<file path="src/design/pot_cmd_pkg.sv">
// Overview of operation
// opcode 0 leaves wipers, clears read-program state
// opcode 1 restores stored word into wiper
// opcode 2 saves wiper into stored word
// opcode 3 writes sixteen data bits to memory
// memory words 0 and 1 keep ten bits
// opcode 4 halves one wiper, floor zero
// opcode 5 halves both wipers, floor zero
// opcode 6 decrements one wiper, saturating
// opcode 7 decrements both wipers, saturating
// opcode 8 reloads every wiper from memory
// opcode 9 reads memory word next frame
// opcode 10 reads wiper value next frame
// opcode 11 loads ten data bits to wiper
// opcode 12 doubles one wiper, ceiling ones
// opcode 13 doubles both wipers, ceiling ones
// opcode 14 increments one wiper, saturating
// opcode 15 increments both wipers, saturating
// serial output repeats last 24 bits in
// readback fills data bytes of next frame
// commands execute only on chip select rise
// step and shift opcodes ignore data bytes
// host sends 24 bits msb first
// bit count not a multiple of four discards frame, clears counter
// bare chip select pulse repeats last command
// memory commands wait while write busy
//
package pot_cmd_pkg;

  // ----------------------------------------------------------------
  // frame layout
  // ----------------------------------------------------------------
  localparam int FRAME_BITS = 24;
  localparam int CNT_BITS = 5;
  localparam int OPCODE_MSB = 23;
  localparam int OPCODE_LSB = 20;
  localparam int ADDR_MSB = 19;
  localparam int ADDR_LSB = 16;
  localparam int CHANNEL_BIT = 16;
  localparam int DATA_MSB = 15;

  // ----------------------------------------------------------------
  // storage
  // ----------------------------------------------------------------
  localparam int WIPER_BITS = 10;
  localparam int NV_WIDTH = 16;
  localparam int NV_WORDS = 16;
  localparam int NV_ADDR_BITS = 4;
  localparam logic [3:0] NV_FACTORY_ADDR = 4'hF;
  localparam logic [15:0] NV_RESET_WORD = 16'h0000;
  // arbitrary neutral value for the factory word
  localparam logic [15:0] NV_FACTORY_WORD = 16'h0000;

  // ----------------------------------------------------------------
  // timing
  // ----------------------------------------------------------------
  localparam int CLOCK_MHZ = 40;
  localparam int NV_WRITE_US = 50;
  localparam int NV_WRITE_CYCLES = NV_WRITE_US * CLOCK_MHZ;
  localparam int SYNC_STAGES = 3;

  typedef enum logic [3:0] {
    OP_NOP, OP_RESTORE, OP_STORE, OP_NV_WRITE,
    OP_SHR_ONE, OP_SHR_ALL, OP_DEC_ONE, OP_DEC_ALL,
    OP_REFRESH, OP_READ_NV, OP_READ_WIPER, OP_WRITE_WIPER,
    OP_SHL_ONE, OP_SHL_ALL, OP_INC_ONE, OP_INC_ALL
  } opcode_type;

  typedef enum logic [1:0] {
    ST_POWERUP, ST_IDLE, ST_WAIT, ST_EXEC
  } exec_state_type;

endpackage : pot_cmd_pkg

</file>
<file path="src/design/nv_word_store.sv">
`timescale 1ns/1ps
module nv_word_store #(
  parameter int WIDTH = pot_cmd_pkg::NV_WIDTH,
  parameter int DEPTH = pot_cmd_pkg::NV_WORDS,
  parameter int WRITE_CYCLES = pot_cmd_pkg::NV_WRITE_CYCLES
) (
  input wire logic clock,
  input wire logic rstN,
  input wire logic wrEn,
  input wire logic [pot_cmd_pkg::NV_ADDR_BITS-1:0] wrAddr,
  input wire logic [WIDTH-1:0] wrData,
  input wire logic [pot_cmd_pkg::NV_ADDR_BITS-1:0] rdAddr,
  output logic [WIDTH-1:0] rdData,
  output logic [WIDTH-1:0] wiperWord0,
  output logic [WIDTH-1:0] wiperWord1,
  output logic busy
);
  import pot_cmd_pkg::*;

  localparam int TW = $clog2(WRITE_CYCLES + 1);
  localparam logic [TW-1:0] WRITE_LOAD = TW'(WRITE_CYCLES);

  if (DEPTH < 2 || DEPTH > NV_WORDS || WIDTH != NV_WIDTH
      || WRITE_CYCLES < 1) begin : g_bad
    $error("nv_word_store: unsupported parameters");
  end

  logic [WIDTH-1:0] mem_r [DEPTH];
  logic [TW-1:0] timer_r;

  // ----------------------------------------------------------------
  // word array; the factory word is read only
  // ----------------------------------------------------------------
  always_ff @(posedge clock or negedge rstN) begin
    if (!rstN) begin
      for (int i = 0; i < DEPTH; i++) begin
        mem_r[i] <= (i == int'(NV_FACTORY_ADDR)) ? NV_FACTORY_WORD
                                                : NV_RESET_WORD;
      end
    end else if (wrEn && !busy && wrAddr != NV_FACTORY_ADDR
                 && int'(wrAddr) < DEPTH) begin
      mem_r[wrAddr] <= wrData;
    end
  end

  // ----------------------------------------------------------------
  // write time model
  // ----------------------------------------------------------------
  always_ff @(posedge clock or negedge rstN) begin
    if (!rstN) begin
      timer_r <= '0;
    end else if (wrEn && !busy) begin
      timer_r <= WRITE_LOAD;
    end else if (timer_r != '0) begin
      timer_r <= timer_r - 1'b1;
    end
  end

  assign busy = (timer_r != '0);
  assign rdData = (int'(rdAddr) < DEPTH) ? mem_r[rdAddr] : '0;
  assign wiperWord0 = mem_r[0];
  assign wiperWord1 = mem_r[1];

endmodule : nv_word_store

</file>
<file path="src/design/dual_wiper_command_decoder.sv">
`timescale 1ns/1ps
module dual_wiper_command_decoder #(
  parameter int W = pot_cmd_pkg::WIPER_BITS,
  parameter int WRITE_CYCLES = pot_cmd_pkg::NV_WRITE_CYCLES
) (
  input wire logic clock,
  input wire logic nrst,
  input wire logic sclk,
  input wire logic sdi,
  input wire logic csN,
  output logic sdoOut,
  output logic sdoOe,
  output logic [W-1:0] wiper0,
  output logic [W-1:0] wiper1,
  output logic nvBusy,
  output logic readProgState
);
  import pot_cmd_pkg::*;

  if (W < 2 || W > NV_WIDTH) begin : g_bad
    $error("dual_wiper_command_decoder: unsupported wiper width");
  end

  localparam logic [W-1:0] MAXV = '1;
  localparam logic [W-1:0] MIDV = {1'b1, {(W-1){1'b0}}};
  localparam logic [NV_WIDTH-1:0] WIPER_MASK = NV_WIDTH'(MAXV);
  localparam logic [CNT_BITS-1:0] LAST_BIT = CNT_BITS'(FRAME_BITS - 1);

  // ----------------------------------------------------------------
  // helpers
  // ----------------------------------------------------------------
  function automatic logic [W-1:0] stepValue(opcode_type op,
                                             logic [W-1:0] v);
    logic [W-1:0] r;
    r = v;
    case (op)
      OP_SHR_ONE, OP_SHR_ALL: r = v >> 1;
      OP_DEC_ONE, OP_DEC_ALL: r = (v == '0) ? v : v - 1'b1;
      OP_SHL_ONE, OP_SHL_ALL: begin
        if (v == '0) r = W'(1);
        else if (v >= MIDV) r = MAXV;
        else r = v << 1;
      end
      OP_INC_ONE, OP_INC_ALL: r = (v == MAXV) ? v : v + 1'b1;
      default: r = v;
    endcase
    return r;
  endfunction : stepValue

  function automatic logic hitsChannel(opcode_type op, logic sel,
                                       logic idx);
    logic h;
    h = 1'b0;
    case (op)
      OP_SHR_ALL, OP_DEC_ALL, OP_SHL_ALL, OP_INC_ALL: h = 1'b1;
      OP_SHR_ONE, OP_DEC_ONE, OP_SHL_ONE, OP_INC_ONE: h = (sel == idx);
      default: h = 1'b0;
    endcase
    return h;
  endfunction : hitsChannel

  function automatic logic usesMemory(opcode_type op);
    return op == OP_RESTORE || op == OP_STORE || op == OP_NV_WRITE
        || op == OP_REFRESH || op == OP_READ_NV;
  endfunction : usesMemory

  // ----------------------------------------------------------------
  // reset release and pin synchronisers
  // ----------------------------------------------------------------
  logic [1:0] rstSync_r;
  logic rstN;
  logic [SYNC_STAGES-1:0] sclkS_r, sdiS_r, csS_r;
  logic sclkF_r, sdiF_r, csF_r, sclkP_r, csP_r;

  always_ff @(posedge clock or negedge nrst) begin
    if (!nrst) rstSync_r <= 2'h0;
    else rstSync_r <= {rstSync_r[0], 1'b1};
  end
  assign rstN = rstSync_r[1];

  // a level only counts once stages two and three agree
  always_ff @(posedge clock or negedge rstN) begin
    if (!rstN) begin
      sclkS_r <= '0;
      sdiS_r <= '0;
      csS_r <= '1;
      sclkF_r <= 1'b0;
      sdiF_r <= 1'b0;
      csF_r <= 1'b1;
      sclkP_r <= 1'b0;
      csP_r <= 1'b1;
    end else begin
      sclkS_r <= {sclkS_r[1:0], sclk};
      sdiS_r <= {sdiS_r[1:0], sdi};
      csS_r <= {csS_r[1:0], csN};
      if (sclkS_r[1] == sclkS_r[2]) sclkF_r <= sclkS_r[2];
      if (sdiS_r[1] == sdiS_r[2]) sdiF_r <= sdiS_r[2];
      if (csS_r[1] == csS_r[2]) csF_r <= csS_r[2];
      sclkP_r <= sclkF_r;
      csP_r <= csF_r;
    end
  end

  logic sclkRise, sclkFall, csFall, csRise, selected;
  assign sclkRise = sclkF_r & ~sclkP_r;
  assign sclkFall = ~sclkF_r & sclkP_r;
  assign csFall = ~csF_r & csP_r;
  assign csRise = csF_r & ~csP_r;
  assign selected = ~csF_r;

  // ----------------------------------------------------------------
  // serial shift path
  // ----------------------------------------------------------------
  logic [FRAME_BITS-1:0] shift_r;
  logic [CNT_BITS-1:0] bitCnt_r;
  logic anyBits_r, sdoBit_r, readPending_r;
  logic [NV_WIDTH-1:0] readVal_r;
  exec_state_type state_r;
  logic [FRAME_BITS-1:0] cmd_r;
  logic haveCmd_r;
  logic accept, repeatCmd;
  opcode_type op;
  logic sel;

  always_ff @(posedge clock or negedge rstN) begin
    if (!rstN) begin
      shift_r <= '0;
    end else if (csFall && readPending_r) begin
      shift_r[DATA_MSB:0] <= readVal_r;
    end else if (sclkRise && selected) begin
      shift_r <= {shift_r[FRAME_BITS-2:0], sdiF_r};
    end
  end

  // bit leaving the top is the bit seen 24 clocks earlier
  always_ff @(posedge clock or negedge rstN) begin
    if (!rstN) begin
      sdoBit_r <= 1'b1;
    end else if (csFall || (sclkFall && selected)) begin
      sdoBit_r <= shift_r[FRAME_BITS-1];
    end
  end

  assign sdoOut = 1'b0;
  assign sdoOe = selected & ~sdoBit_r;

  always_ff @(posedge clock or negedge rstN) begin
    if (!rstN) begin
      bitCnt_r <= '0;
      anyBits_r <= 1'b0;
    end else if (csFall || (csRise && bitCnt_r[1:0] != 2'h0)) begin
      bitCnt_r <= '0;
      anyBits_r <= 1'b0;
    end else if (sclkRise && selected) begin
      bitCnt_r <= (bitCnt_r == LAST_BIT) ? '0 : bitCnt_r + 1'b1;
      anyBits_r <= 1'b1;
    end
  end

  // ----------------------------------------------------------------
  // command capture and execution
  // ----------------------------------------------------------------
  assign accept = csRise && anyBits_r && bitCnt_r[1:0] == 2'h0;
  assign repeatCmd = csRise && !anyBits_r && haveCmd_r;
  assign op = opcode_type'(cmd_r[OPCODE_MSB:OPCODE_LSB]);
  assign sel = cmd_r[CHANNEL_BIT];

  always_ff @(posedge clock or negedge rstN) begin
    if (!rstN) begin
      cmd_r <= '0;
      haveCmd_r <= 1'b0;
    end else if (accept && state_r != ST_POWERUP) begin
      cmd_r <= shift_r;
      haveCmd_r <= 1'b1;
    end
  end

  logic memBusy;

  always_ff @(posedge clock or negedge rstN) begin
    if (!rstN) begin
      state_r <= ST_POWERUP;
    end else begin
      case (state_r)
        ST_POWERUP: if (!memBusy) state_r <= ST_IDLE;
        ST_IDLE: if (accept || repeatCmd) state_r <= ST_WAIT;
        ST_WAIT: if (!(usesMemory(op) && memBusy)) state_r <= ST_EXEC;
        ST_EXEC: state_r <= ST_IDLE;
        default: state_r <= ST_IDLE;
      endcase
    end
  end

  logic execNow;
  assign execNow = (state_r == ST_EXEC);

  // ----------------------------------------------------------------
  // memory port
  // ----------------------------------------------------------------
  logic memWrEn;
  logic [NV_ADDR_BITS-1:0] memWrAddr;
  logic [NV_WIDTH-1:0] memWrData, memRdData, memWord0, memWord1;
  logic [W-1:0] selWiper;

  assign selWiper = sel ? wiper1 : wiper0;
  assign memWrEn = execNow && (op == OP_STORE || op == OP_NV_WRITE);
  always_comb begin
    memWrAddr = cmd_r[ADDR_MSB:ADDR_LSB];
    memWrData = cmd_r[DATA_MSB:0];
    if (op == OP_STORE) begin
      memWrAddr = {3'h0, sel};
      memWrData = NV_WIDTH'(selWiper);
    end else if (memWrAddr[NV_ADDR_BITS-1:1] == 3'h0) begin
      memWrData = cmd_r[DATA_MSB:0] & WIPER_MASK;
    end
  end

  nv_word_store #(
    .WIDTH(NV_WIDTH),
    .DEPTH(NV_WORDS),
    .WRITE_CYCLES(WRITE_CYCLES)
  ) u_store (
    .clock(clock),
    .rstN(rstN),
    .wrEn(memWrEn),
    .wrAddr(memWrAddr),
    .wrData(memWrData),
    .rdAddr(cmd_r[ADDR_MSB:ADDR_LSB]),
    .rdData(memRdData),
    .wiperWord0(memWord0),
    .wiperWord1(memWord1),
    .busy(memBusy)
  );
  assign nvBusy = memBusy;

  // ----------------------------------------------------------------
  // wiper registers; step opcodes never look at data bytes
  // ----------------------------------------------------------------
  always_ff @(posedge clock or negedge rstN) begin
    if (!rstN) begin
      wiper0 <= '0;
      wiper1 <= '0;
    end else if (state_r == ST_POWERUP && !memBusy) begin
      wiper0 <= memWord0[W-1:0];
      wiper1 <= memWord1[W-1:0];
    end else if (execNow) begin
      case (op)
        OP_RESTORE: begin
          if (!sel) wiper0 <= memWord0[W-1:0];
          else wiper1 <= memWord1[W-1:0];
        end
        OP_REFRESH: begin
          wiper0 <= memWord0[W-1:0];
          wiper1 <= memWord1[W-1:0];
        end
        OP_WRITE_WIPER: begin
          if (!sel) wiper0 <= cmd_r[W-1:0];
          else wiper1 <= cmd_r[W-1:0];
        end
        default: begin
          if (hitsChannel(op, sel, 1'b0)) wiper0 <= stepValue(op, wiper0);
          if (hitsChannel(op, sel, 1'b1)) wiper1 <= stepValue(op, wiper1);
        end
      endcase
    end
  end

  // ----------------------------------------------------------------
  // readback and power state
  // ----------------------------------------------------------------
  always_ff @(posedge clock or negedge rstN) begin
    if (!rstN) begin
      readVal_r <= '0;
      readPending_r <= 1'b0;
    end else if (execNow && op == OP_READ_NV) begin
      readVal_r <= memRdData;
      readPending_r <= 1'b1;
    end else if (execNow && op == OP_READ_WIPER) begin
      readVal_r <= NV_WIDTH'(selWiper);
      readPending_r <= 1'b1;
    end else if (csFall) begin
      readPending_r <= 1'b0;
    end
  end

  always_ff @(posedge clock or negedge rstN) begin
    if (!rstN) readProgState <= 1'b0;
    else if (execNow && op == OP_RESTORE) readProgState <= 1'b1;
    else if (execNow && op == OP_NOP) readProgState <= 1'b0;
  end
endmodule : dual_wiper_command_decoder

</file>
<file path="config.mk">
export PLATFORM = sky130hd
export DESIGN_NAME = dual_wiper_command_decoder
export DESIGN_NICKNAME = d
export VERILOG_FILES = /design/src/design/pot_cmd_pkg.sv /design/src/design/nv_word_store.sv /design/src/design/dual_wiper_command_decoder.sv
export SDC_FILE = /design/constraint.sdc
export NUM_CORES = 1
export LEC_CHECK = 0
export ABC_AREA = 1
export BUFFER_PORTS_ARGS = -buffer_cell sky130_fd_sc_hd__buf_2
export CORE_ASPECT_RATIO = 0.8
export CORE_MARGIN = 10
export CORE_UTILIZATION = 43
export CTS_BUF_LIST = sky130_fd_sc_hd__clkbuf_16
export DETAILED_ROUTE_END_ITERATION = 10
export HOLD_SLACK_MARGIN = 0.02
export PLACE_DENSITY = 0.56
export SYNTH_ARGS = -nofsm -noshare
export SYNTH_HDL_FRONTEND = slang
export SYNTH_SLANG_ARGS = --single-unit
</file>
<file path="constraint.sdc">
create_clock -name clock -period 28 [get_ports clock]
set_clock_uncertainty 0.1 [all_clocks]
set_input_delay 1.4 -clock clock [delete_from_list [all_inputs] [get_ports clock]]
set_output_delay 1.4 -clock clock [all_outputs]
set_load 0.03 [all_outputs]
</file>
# After elaboration in Yosys (flattened, before gate mapping)
# Cells that the tools add are included.
# totals
ramBits	0
latchBits	0
reg_bits	379
out_inout_bits	24
input_bits	5
n_memories	0
mem_bits_ro	0
# op_classes
addsub	6
n_lt_le_gt_ge	5
shift	0
n_reduce_logical	59
n_eq_ne	36
multipliers	0
mux	60
n_bitwise	14
n_div	0
# ops
operator	n
$bwmux W256	1
$mux W10	19
$mux W16	9
$pmux W10 S4	2
$bmux W16 S4	1
$demux W16 S4	1
$pmux W10 S3	2
$eq A4 B4 Y1 const B	8
$ne A6 B6 Y1 const B	4
$mux W11	2
$add A10 B1 Y10 const B	2
$eq A10 B10 Y1 const B	2
$ge A10 B10 Y1 const B	2
$logic_not A10 Y1	2
$sub A10 B1 Y10 const B	2
$logic_and A1 B1 Y1	19
$eq A4 B3 Y1 const B	4
$reduce_bool A2 Y1	8
$mux W5	3
$reduce_and A7 Y1	2
$mux W1	13
$ne A3 B3 Y1 const B	4
$reduce_bool A11 Y1	1
$sub A11 B1 Y11 const B	1
other kinds (31)	66

# Depth between registers and ports, before layout
# Gate-level depths: netlist of run 1.
# depth
ltp_word	10
depth_mapped	20
depth_no_buf	19

# Cells and area by module
# A second synthesis of run 1 with hierarchy kept.
# unflattened
cells_unflattened	2768
hier_area_um2	20727.4
# modules_own_cells
mod	instances	area_per_inst_um2	cells_each
nv_word_store	1	13920.9	1796
dual_wiper_command_decoder	1	6806.5	972

# Least setup slack after synthesis of run 1
# Ideal clock, no wire load.
# synth_path
path_kind	register to output
startpoint	register u_store.timer_r[0]
endpoint	output nvBusy
path_slack_ps	25156
path_stages_with_launch	8
arrival_ps	1344
n_path_buf	0
cell_sequence	dfrtp_1 -> inv_1 -> ha_1 -> nand4_1 -> inv_1 -> nand3_1 -> nor2_1 -> inv_1
# synth_via
elab_chain_cells	1
# synth_rtl
element	line	text
start: declaration	nv_word_store.sv:29	logic [TW-1:0] timer_r;
start signal: assignment	nv_word_store.sv:55	timer_r <= timer_r - 1'b1;
$reduce_bool A11 Y1	nv_word_store.sv:59	assign busy = (timer_r != '0);
end: declaration	dual_wiper_command_decoder.sv:15	output logic nvBusy,
# Every way passes these cells.

# Worst setup path after layout of run 1
# layout_path
startpoint	register cmd_r[21]
endpoint	register u_store.mem_r[139] (netlist name)
# layout_via
elab_chain_cells	8
word_cells_on_any_way	16
# layout_rtl
element	line	text
start: declaration	dual_wiper_command_decoder.sv:119	logic [FRAME_BITS-1:0] cmd_r;
start signal: assignment	dual_wiper_command_decoder.sv:173	cmd_r <= shift_r;
$eq A4 B2 Y1	dual_wiper_command_decoder.sv:206, dual_wiper_command_decoder.sv:210	
$mux W4	dual_wiper_command_decoder.sv:210	if (op == OP_STORE) begin
$not A4 Y5 (implied by the code)	nv_word_store.sv:42	mem_r[wrAddr] <= wrData;
$ge A5 B5 Y1 (implied by the code) or $lt A5 B1 Y1 (tied branches)	nv_word_store.sv:42	
$logic_and A1 B1 Y1 (implied by the code)	nv_word_store.sv:42	
$mux W16 (implied by the code)	nv_word_store.sv:42	
$demux W16 S4	nv_word_store.sv:42	
$bwmux W256	nv_word_store.sv:42	
end signal: indexed assignment	nv_word_store.sv:37	mem_r[i] <= (i == int'(NV_FACTORY_ADDR)) ? NV_FACTORY_WORD
end signal: indexed assignment	nv_word_store.sv:42	
end: declaration	nv_word_store.sv:28	logic [WIDTH-1:0] mem_r [DEPTH];
# Several ways; a longest one is shown, not always the timed one.
# A chain may end at the register's enable or synchronous reset.

==> impl_metrics.py, run 1 <==
metrics = {
    "power_and_ir_drop": {
        "p_leak_nw": 9.26,
        "ir_drop_mv": 0.0401,
        "p_per_area_mw_per_mm2": 72.5,
    },
    "sta": {
        "fin_crit_ns": 3.83,
        "fin_crit_sh_pct": 13.7,
        "setup_violations": 0,
        "rsz0062_at_grt": "no",
        "max_slew.worst_pin.slew_ns": 1.19,
        "finalHoldViolCount": 0,
        "max_freq_ghz": 0.261,
        "maxSlewViolCount": 0,
        "slew_headroom_pct": 19.9,
        "timing.final.ws_setup_ns": 24.17,
        "final.setup.tns_ns": 0,
    },
    "place": {
        "gp_congestion": 0.891,
        "portBuffers": 27,
        "dpl.hpwl_um": 34200,
        "pre_cts_slack_ns": 24.09,
    },
    "floorplan": {
        "row_count": 67,
        "io_pins": 29,
        "dieArea_mm2": 0.0516,
        "coreArea_mm2": 0.0422,
        "fp.dieH_um": 205,
        "start_util_pct": 43.8,
        "die_w_um": 252,
    },
    "clocking": {
        "post_cts_buffers": 0,
        "root_buffer": "clkbuf_16",
        "htree_levels": 2,
        "cts_tree": "done",
        "clock_path_buffers": 3,
        "insertion_delay_ns": 0.55,
        "path_clk_slew_ns": 0.06,
        "ctsResizeCount": 0,
        "numCtsBuffers": 40,
        "ctsHoldBuffers": 0,
        "cts_sinks": 379,
    },
    "global_route": {
        "antenna_found_initial": 0,
        "grt_busiest_layer": "met1",
        "grt_start_max_net_pins": 82,
        "grt_use_total_pct": 20.7,
        "use_met3_pct": 2.48,
        "gr-total-overflow": 0,
        "grt_pass1_vias": 14970,
        "grt_pass1_wl_um": 86100,
        "gr-usage-met2_pct": 29.9,
        "grtUsageMet1_pct": 32.0,
    },
    "worst_setup_path": {
        "worst-path-max-fanout": 32,
        "reg2reg_from": "cmd_r[21]",
        "arrival_ns": 4.14,
        "timing.rr.end": "u_store.mem_r[139]",
        "cp-end-kind": "flip-flop",
        "path_class": "reg2reg",
        "r2r.worst_path.cells": 11,
        "required_ns": 28.32,
        "reg2reg_slack_ns": 24.17,
        "critPathLaunchType": "flip-flop",
    },
    "logic_synthesis": {
        "netlist_area_mm2": 0.0184,
        "ys_ff_latch": 379,
        "synth_top_area_share_pct": 50.6,
        "yosysSeqAreaShare_pct": 51.4,
        "synthTopCellsByCount": "nand2_1, o21ai_0, dfrtp_1, nor2_1, inv_1",
        "synthTopCellsByArea": "dfrtp_1, o21ai_0, nand2_1, nor2_1, inv_1",
        "yosysWarnings": 0,
        "ys_types": 51,
        "synth_nets": 2308,
        "yosysMostFrequentCell": "nand2_1",
        "avgSynthCellArea_um2": 8.05,
        "synth_flop_cell": "dfrtp_1",
        "synth_top_area_cell": "dfrtp_1",
        "async_flop_share_pct": 100,
        "synth_edf_count": 0,
        "synthCells": 2291,
    },
    "min_path": {
        "min_path_type": "reg2async",
    },
    "detailed_routing": {
        "viasPerCell": 5.59,
        "remaining_drc_errors": 0,
        "first_iter_violations": 1421,
        "dr_total_vias": 15640,
        "drtAntennaViolNets": 0,
        "first_pass_iters": 6,
        "post_drt_wl_per_cell_um": 19.0,
        "routed_wirelength_um": 53100,
    },
    "job": {
        "maxCapViolCount": 0,
    },
    "finish": {
        "drive_gt1_share_pct": 6.90,
        "utilization_pct": 47.7,
        "syn2layout_area_growth_pct": 9.04,
        "nNetsFinal": 2238,
        "antenna_cells": 0,
    },
    "status": {
        "status": "completed",
    },
}
==> cells in the final DEF (no fill, tap or decap), types with 9 or more instances in the layout <==
master     instances
nand2_1          516
o21ai_0          478
dfrtp_1          369
nor2_1           198
inv_1            182
nand3_1           86
o221ai_1          44
a21oi_1           42
o211ai_1          42
clkbuf_16         41
buf_4             28
buf_2             27
o21ai_1           24
o22ai_1           21
nand4_1           19
ha_1              12
xor2_1            10
nor3_1             9
==> stage by stage <==
| step | std cells | power (mW) | cell area [µm²] | hold slack, ns |
|---|---|---|---|---|
| after global routing | 2800 | 1.53 | 20100 | 0.253 |
| final | 2800 | 1.46 | 20100 | 0.216 |
| after CTS | 2798 | 1.46 | 20100 | 0.241 |
| after floorplan | 2291 | 0.825 | 18400 | 0.231 |
| after detailed placement | 2729 | 0.930 | 18800 | 0.236 |
| after global placement | 2729 | 0.924 | 18800 | 0.235 |
==> flip-flops by register name (all words and copies together) (netlist names), 2 cells and up <==
signal / cells
wiper1: 10
u_store.wiperWord1: 16
readVal_r: 16
u_store.wiperWord0: 16
sclkS_r: 3
sdiS_r: 3
state_r: 2
csS_r: 3
cmd_r: 24
u_store.mem_r: 224
shift_r: 24
wiper0: 10
rstSync_r: 2
bitCnt_r: 5
u_store.timer_r: 11
==> logic make-up after synthesis <==
logic type                 Yosys count  share of synthesized area, %
and+or+nand+nor                    860                          19.1
AOI/OAI and AO/OA                  671                          20.2
DFF                                379                          51.4
buffers and inverters              348                          7.43
adders and majority gates           15                         0.977
xor gates and xnor gates            12                         0.570
muxes                                4                         0.217
other                                2                        0.0407
==> worst max-delay path, stage by stage (launching register included) <==
cell     delay (ns)
dfrtp_1        0.61
inv_2          0.12
nor2_2         0.12
nand2_1        0.06
buf_4          0.23
inv_2          0.14
nor2_4         0.06
inv_2          0.08
nor2_2         0.06
a21oi_4        0.51
nand4_1        1.04
o21ai_0        0.55
==> power by group <==
group          switching (mW)  internal [mW]  total (mW)
registers              0.0467          0.576       0.622
logic                   0.216         0.0857       0.302
clock network           0.223          0.311       0.534
==> final cells by class <==
type                    instances  area, µm²
clock inverters                28        254
well taps                     552        691
inverters                     179        674
repair buffers                 57        375
multi-input cells            1564       7590
flip-flops and latches        379       9500
fillers                      4133      22000
clock buffers                  41       1030
==> per-layer routing <==
metal / share of wire, % / vias up
met5: 0 / -
met4: 2.0 / 0
met3: 6.1 / 74
met2: 42 / 512
met1: 50 / 7574
li1: - / 7480
==> how the worst max path moves through the flow <==
stage | from | endpoint | slack, ns | depth (start not counted)
6_report | cmd_r[21] | u_store.mem_r[139] | 24.17 | 11
5_1_grt | state_r[0] | u_store.mem_r[141] | 23.83 | 7
4_1_cts | state_r[0] | u_store.mem_r[177] | 24.11 | 7
3_5_place_dp | state_r[0] | u_store.mem_r[190] | 24.09 | 7
3_3_place_gp | cmd_r[21] | u_store.mem_r[173] | 24.35 | 11
2_1_floorplan | rstSync_r[1] | anyBits_r | 16.57 | 0
Note: power is estimated with default switching activity, not from simulation.
==> inputs of run 2 (changes only) <==
- PLACE_DENSITY: 0.56 -> 0.58
- clock period: 28 -> 3.5 ns (I/O delays scaled with it)
==> impl_metrics.py, run 2 (synthesized netlist as in run 1, its figures left out) <==
metrics = {
    "global_route": {
        "antenna_found_initial": 2,
        "gr-total-overflow": 0,
        "grt_start_max_net_pins": 162,
        "gr-usage-met2_pct": 30.1,
        "grt_use_total_pct": 20.0,
        "use_met3_pct": 3.44,
        "grt_pass1_wl_um": 84000,
        "grt_pass1_vias": 14822,
        "grtUsageMet1_pct": 29.6,
        "grt_busiest_layer": "met2",
    },
    "worst_setup_path": {
        "r2r.worst_path.cells": 12,
        "reg2reg_slack_ns": 0.47,
        "path_class": "reg2reg",
        "critPathLaunchType": "flip-flop",
        "reg2reg_from": "u_store.timer_r[0]",
        "required_ns": 3.82,
        "timing.rr.end": "u_store.wiperWord1[13]",
        "arrival_ns": 3.36,
        "cp-end-kind": "flip-flop",
        "worst-path-max-fanout": 21,
    },
    "power_and_ir_drop": {
        "p_total_mw": 11.3,
        "sequentialPowerShare_pct": 44.0,
        "combPwrFrac_pct": 21.2,
        "ir_drop_mv": 0.400,
        "p_switching_mw": 3.81,
        "p_int_mw": 7.48,
        "swShare_pct": 33.7,
        "p_per_area_mw_per_mm2": 556,
        "power_frac_clock_pct": 34.8,
        "p_leak_nw": 9.36,
    },
    "status": {
        "status": "completed",
    },
    "sta": {
        "timing.final.ws_setup_ns": 0.465,
        "rsz0062_at_grt": "no",
        "fin_crit_ns": 3.03,
        "fin_crit_sh_pct": 86.7,
        "finalHoldViolCount": 0,
        "maxSlewViolCount": 0,
        "max_freq_ghz": 0.330,
        "setup_violations": 0,
        "max_slew.worst_pin.slew_ns": 0.918,
        "slew_headroom_pct": 38.8,
    },
    "finish": {
        "final_common_cell": "nand2_1",
        "nNetsFinal": 2264,
        "most-common-layout-cells": "nand2_1, o21ai_0, dfrtp_1",
        "seq_area_mm2": 0.00950,
        "largest-register": "u_store.mem_r",
        "fillers": 4084,
        "largest_register_ffs": 224,
        "syn2layout_area_growth_pct": 10.1,
        "antenna_cells": 0,
        "fin_area_mm2": 0.0203,
        "drive_gt1_share_pct": 7.59,
        "top_regs": "u_store.mem_r (224), cmd_r (24), shift_r (24)",
        "utilization_pct": 48.2,
        "multiInputGateArea_mm2": 0.00759,
    },
    "detailed_routing": {
        "remaining_drc_errors": 0,
        "first_iter_violations": 1546,
        "viasPerCell": 5.54,
        "dr_total_vias": 15674,
        "drtAntennaViolNets": 0,
        "post_drt_wl_per_cell_um": 18.1,
        "first_pass_iters": 6,
        "routed_wirelength_um": 51200,
    },
    "floorplan": {
        "dieArea_mm2": 0.0516,
        "io_pins": 29,
        "fp.dieH_um": 205,
        "coreArea_mm2": 0.0422,
        "start_util_pct": 43.8,
        "row_count": 67,
        "die_w_um": 252,
    },
    "place": {
        "portBuffers": 27,
        "pre_cts_slack_ns": 0.463,
        "gp_congestion": 0.904,
        "dpl.hpwl_um": 33900,
        "dpl_cell_area_mm2": 0.0191,
    },
    "min_path": {
        "holdPathEnd": "sclkS_r[0]",
        "hold_start": "sclk",
        "min_path_type": "in2reg",
        "hold_depth": 2,
    },
    "clocking": {
        "clock_path_buffers": 3,
        "post_cts_buffers": 0,
        "cts_tree": "done",
        "root_buffer": "clkbuf_16",
        "insertion_delay_ns": 0.55,
        "htree_levels": 2,
        "numCtsBuffers": 40,
        "path_clk_slew_ns": 0.06,
        "ctsResizeCount": 0,
        "cts_sinks": 379,
    },
    "job": {
        "maxCapViolCount": 0,
    },
}
[run 2: metal layers]
| layer | part of all wire (%) | up-vias |
|---|---|---|
| met5 | 0 | - |
| met4 | 1.4 | 0 |
| met3 | 6.8 | 62 |
| met2 | 44 | 496 |
| met1 | 48 | 7573 |
| li1 | - | 7543 |
[run 2: through the flow]
step	std cells	hold WS, ns	TNS, ns
after floorplan	2291	-0.221	-121.83
after global placement	2752	-0.136	0
after detailed placement	2752	-0.135	0
after CTS	2830	0.149	0
after global routing	2830	0.162	0
final	2830	0.170	0
[run 2: power groups by stage]
stage	registers, mW	logic [mW]	clock network [mW]
final	4.97	2.39	3.93
after global routing	5.00	2.71	4.20
after CTS	4.96	2.38	4.01
after detailed placement	5.04	2.36	0
after global placement	5.03	2.33	0
after floorplan	5.13	1.46	0
[run 2: what timing repair did]
| action | 4_1_cts | 5_1_grt |
|---|---|---|
| endpoints found under the setup margin | 0 | 0 |
| hold buffers | 5 | 0 |
| endpoints found under the hold margin | 5 | 0 |
[run 2: layout make-up]
cell class | instances | share of cell area, %
Inverter | 179 | 3.32
Sequential cell | 379 | 46.8
Clock buffer | 42 | 5.17
Clock inverter | 31 | 0.696
Multi-Input combinational cell | 1564 | 37.4
Tap cell | 552 | 3.40
Timing Repair Buffer | 83 | 3.23
[run 2: worst max path at each step]
| stage | from | to |
|---|---|---|
| floorplan | rstSync_r[1] | anyBits_r |
| global placement | u_store.timer_r[0] | u_store.wiperWord1[15] |
| detailed placement | u_store.timer_r[0] | u_store.wiperWord1[13] |
| CTS | u_store.timer_r[0] | u_store.wiperWord1[13] |
| global route | state_r[0] | u_store.wiperWord0[4] |
| finish | u_store.timer_r[0] | u_store.wiperWord1[13] |
[run 2: worst max-delay path: stages (launching register included)]
cell and delay, ns:
dfrtp_1 0.38, inv_1 0.12, ha_1 0.22, nand4_1 0.23
inv_1 0.15, nand4_2 0.19, inv_1 0.19, nand2_1 0.15
a21oi_1 0.21, nand2_1 0.07, or2_1 0.47, inv_1 0.35
nor2_1 0.08
==> inputs of run 3 (changes only) <==
- REMOVE_ABC_BUFFERS: not set -> 1
- SETUP_SLACK_MARGIN: not set -> 0.02
==> impl_metrics.py, run 3 (synthesized netlist as in run 1, its figures left out) <==
metrics = {
    "global_route": {
        "grt_pass1_wl_um": 85600,
        "gr-total-overflow": 0,
        "grt_start_max_net_pins": 112,
        "grt_pass1_vias": 15243,
        "grt_use_total_pct": 20.4,
        "antenna_found_initial": 1,
    },
    "finish": {
        "largest-register": "u_store.mem_r",
        "stdcell_count": 2832,
        "fin_area_mm2": 0.0203,
        "seq_area_mm2": 0.00950,
        "nNetsFinal": 2268,
        "largest_register_ffs": 224,
        "syn2layout_area_growth_pct": 10.2,
        "utilization_pct": 48.2,
        "final_common_cell": "nand2_1",
        "multiInputGateArea_mm2": 0.00759,
        "top_regs": "u_store.mem_r (224), cmd_r (24), shift_r (24)",
        "drive_gt1_share_pct": 7.72,
        "antenna_cells": 0,
        "fillers": 4183,
        "most-common-layout-cells": "nand2_1, o21ai_0, dfrtp_1",
    },
    "clocking": {
        "insertion_delay_ns": 0.54,
        "htree_levels": 2,
        "clock_path_buffers": 3,
        "numCtsBuffers": 40,
        "path_clk_slew_ns": 0.06,
        "ctsResizeCount": 0,
        "cts_tree": "done",
        "root_buffer": "clkbuf_16",
        "cts_sinks": 379,
    },
    "worst_setup_path": {
        "reg2reg_from": "u_store.timer_r[0]",
        "reg2reg_slack_ns": 0.50,
        "cp-end-kind": "flip-flop",
        "r2r.worst_path.cells": 12,
        "crit_family": "simple AND/OR/NAND/NOR gates",
        "critPathLaunchType": "flip-flop",
        "worst-path-max-fanout": 21,
        "required_ns": 3.82,
        "cp_common_cell": "inv_1",
        "timing.rr.end": "u_store.wiperWord1[14]",
        "path_class": "reg2reg",
        "arrival_ns": 3.32,
        "critPathMaxStageDelay_ns": 0.53,
        "slowest_stage": "or2_1",
        "crit_chain": "inv_1 -> ha_1 -> nand4_1 -> inv_1 -> nand4_2 -> inv_1 -> nand2_1 -> a21oi_1 -> nand2_1 -> or2_1 -> inv_1 -> nor2_1",
        "path_buf_inv": 4,
    },
    "floorplan": {
        "start_util_pct": 43.8,
        "die_w_um": 252,
        "row_count": 67,
        "dieArea_mm2": 0.0516,
        "coreArea_mm2": 0.0422,
        "fp.dieH_um": 205,
        "io_pins": 29,
    },
    "sta": {
        "rsz0062_at_grt": "no",
        "max_freq_ghz": 0.333,
        "setup_violations": 0,
        "max_slew.worst_pin.slew_ns": 0.860,
        "slew_headroom_pct": 42.6,
        "fin_crit_ns": 3.00,
        "finalHoldViolCount": 0,
        "fin_crit_sh_pct": 85.8,
        "maxSlewViolCount": 0,
    },
    "place": {
        "dpl_cell_area_mm2": 0.0191,
        "dp_cells": 2756,
        "portBuffers": 27,
        "gp_congestion": 0.899,
        "dpl.hpwl_um": 34200,
    },
    "power_and_ir_drop": {
        "ir_drop_mv": 0.402,
        "p_per_area_mw_per_mm2": 556,
        "p_leak_nw": 9.39,
    },
    "detailed_routing": {
        "first_iter_violations": 1570,
        "dr_total_vias": 15697,
        "drtAntennaViolNets": 0,
        "post_drt_wl_per_cell_um": 18.4,
        "remaining_drc_errors": 0,
        "viasPerCell": 5.54,
        "first_pass_iters": 7,
        "routed_wirelength_um": 52100,
    },
    "min_path": {
        "hold_start": "csN",
        "hold_depth": 2,
        "min_path_type": "in2reg",
        "holdPathEnd": "csS_r[0]",
    },
    "status": {
        "status": "completed",
    },
    "job": {
        "maxCapViolCount": 0,
    },
}
[run 3: final cells by class]
cell class / instances / share of cell area (%)
clock buffers: 41 / 5.05
repair buffers: 87 / 3.37
multi-input cells: 1564 / 37.4
inverters: 179 / 3.32
well taps: 552 / 3.40
flip-flops and latches: 379 / 46.7
clock inverters: 30 / 0.769
[run 3: worst reg2reg max path, delay by kind of cell (launching register included)]
kind            cells  cell delay [ns]
simple gates        6             1.18
fa+ha+maj           1             0.24
flops               1             0.38
buf+inv             4             0.77
compound gates      1             0.19
[run 3: worst max-delay path by stage]
stage / cells after the start / end / start
2_1_floorplan: 0 / anyBits_r / rstSync_r[1]
3_3_place_gp: 12 / u_store.wiperWord1[14] / u_store.timer_r[0]
3_5_place_dp: 12 / u_store.wiperWord1[14] / u_store.timer_r[0]
4_1_cts: 7 / u_store.mem_r[145] / state_r[0]
5_1_grt: 7 / u_store.wiperWord0[0] / state_r[0]
6_report: 12 / u_store.wiperWord1[14] / u_store.timer_r[0]
[run 3: repair_timing]
action / 4_1_cts / 5_1_grt
hold endpoints to repair: 5 / 0
hold buffers: 5 / 0
buffers inserted: 0 / 0
[run 3: routing by layer]
layer / global-route usage, % / vias to the layer above / part of all wire (%) / wire (µm)
met1: 30.5 / 7604 / 50 / 25900
met3: 3.78 / 68 / 6.9 / 3580
met5: 0 / - / 0 / 0
met2: 30.5 / 475 / 42 / 22000
li1: - / 7550 / - / -
met4: 3.67 / 0 / 1.2 / 623
[run 3: metrics by stage]
stage	total power [mW]	setup WS (ns)	TNS (ns)	hold WS [ns]
finish	11.3	0.497	0	0.180
detailed placement	7.41	0.484	0	-0.137
floorplan	6.54	-7.93	-3822.89	-0.221
CTS	11.4	0.447	0	0.152
global route	11.9	0.192	0	0.174
global placement	7.38	0.594	0	-0.139
[run 3: where the power goes]
part           internal [mW]  switching, mW
Sequential              4.61          0.373
Combinational          0.704           1.68
Clock                   2.19           1.75
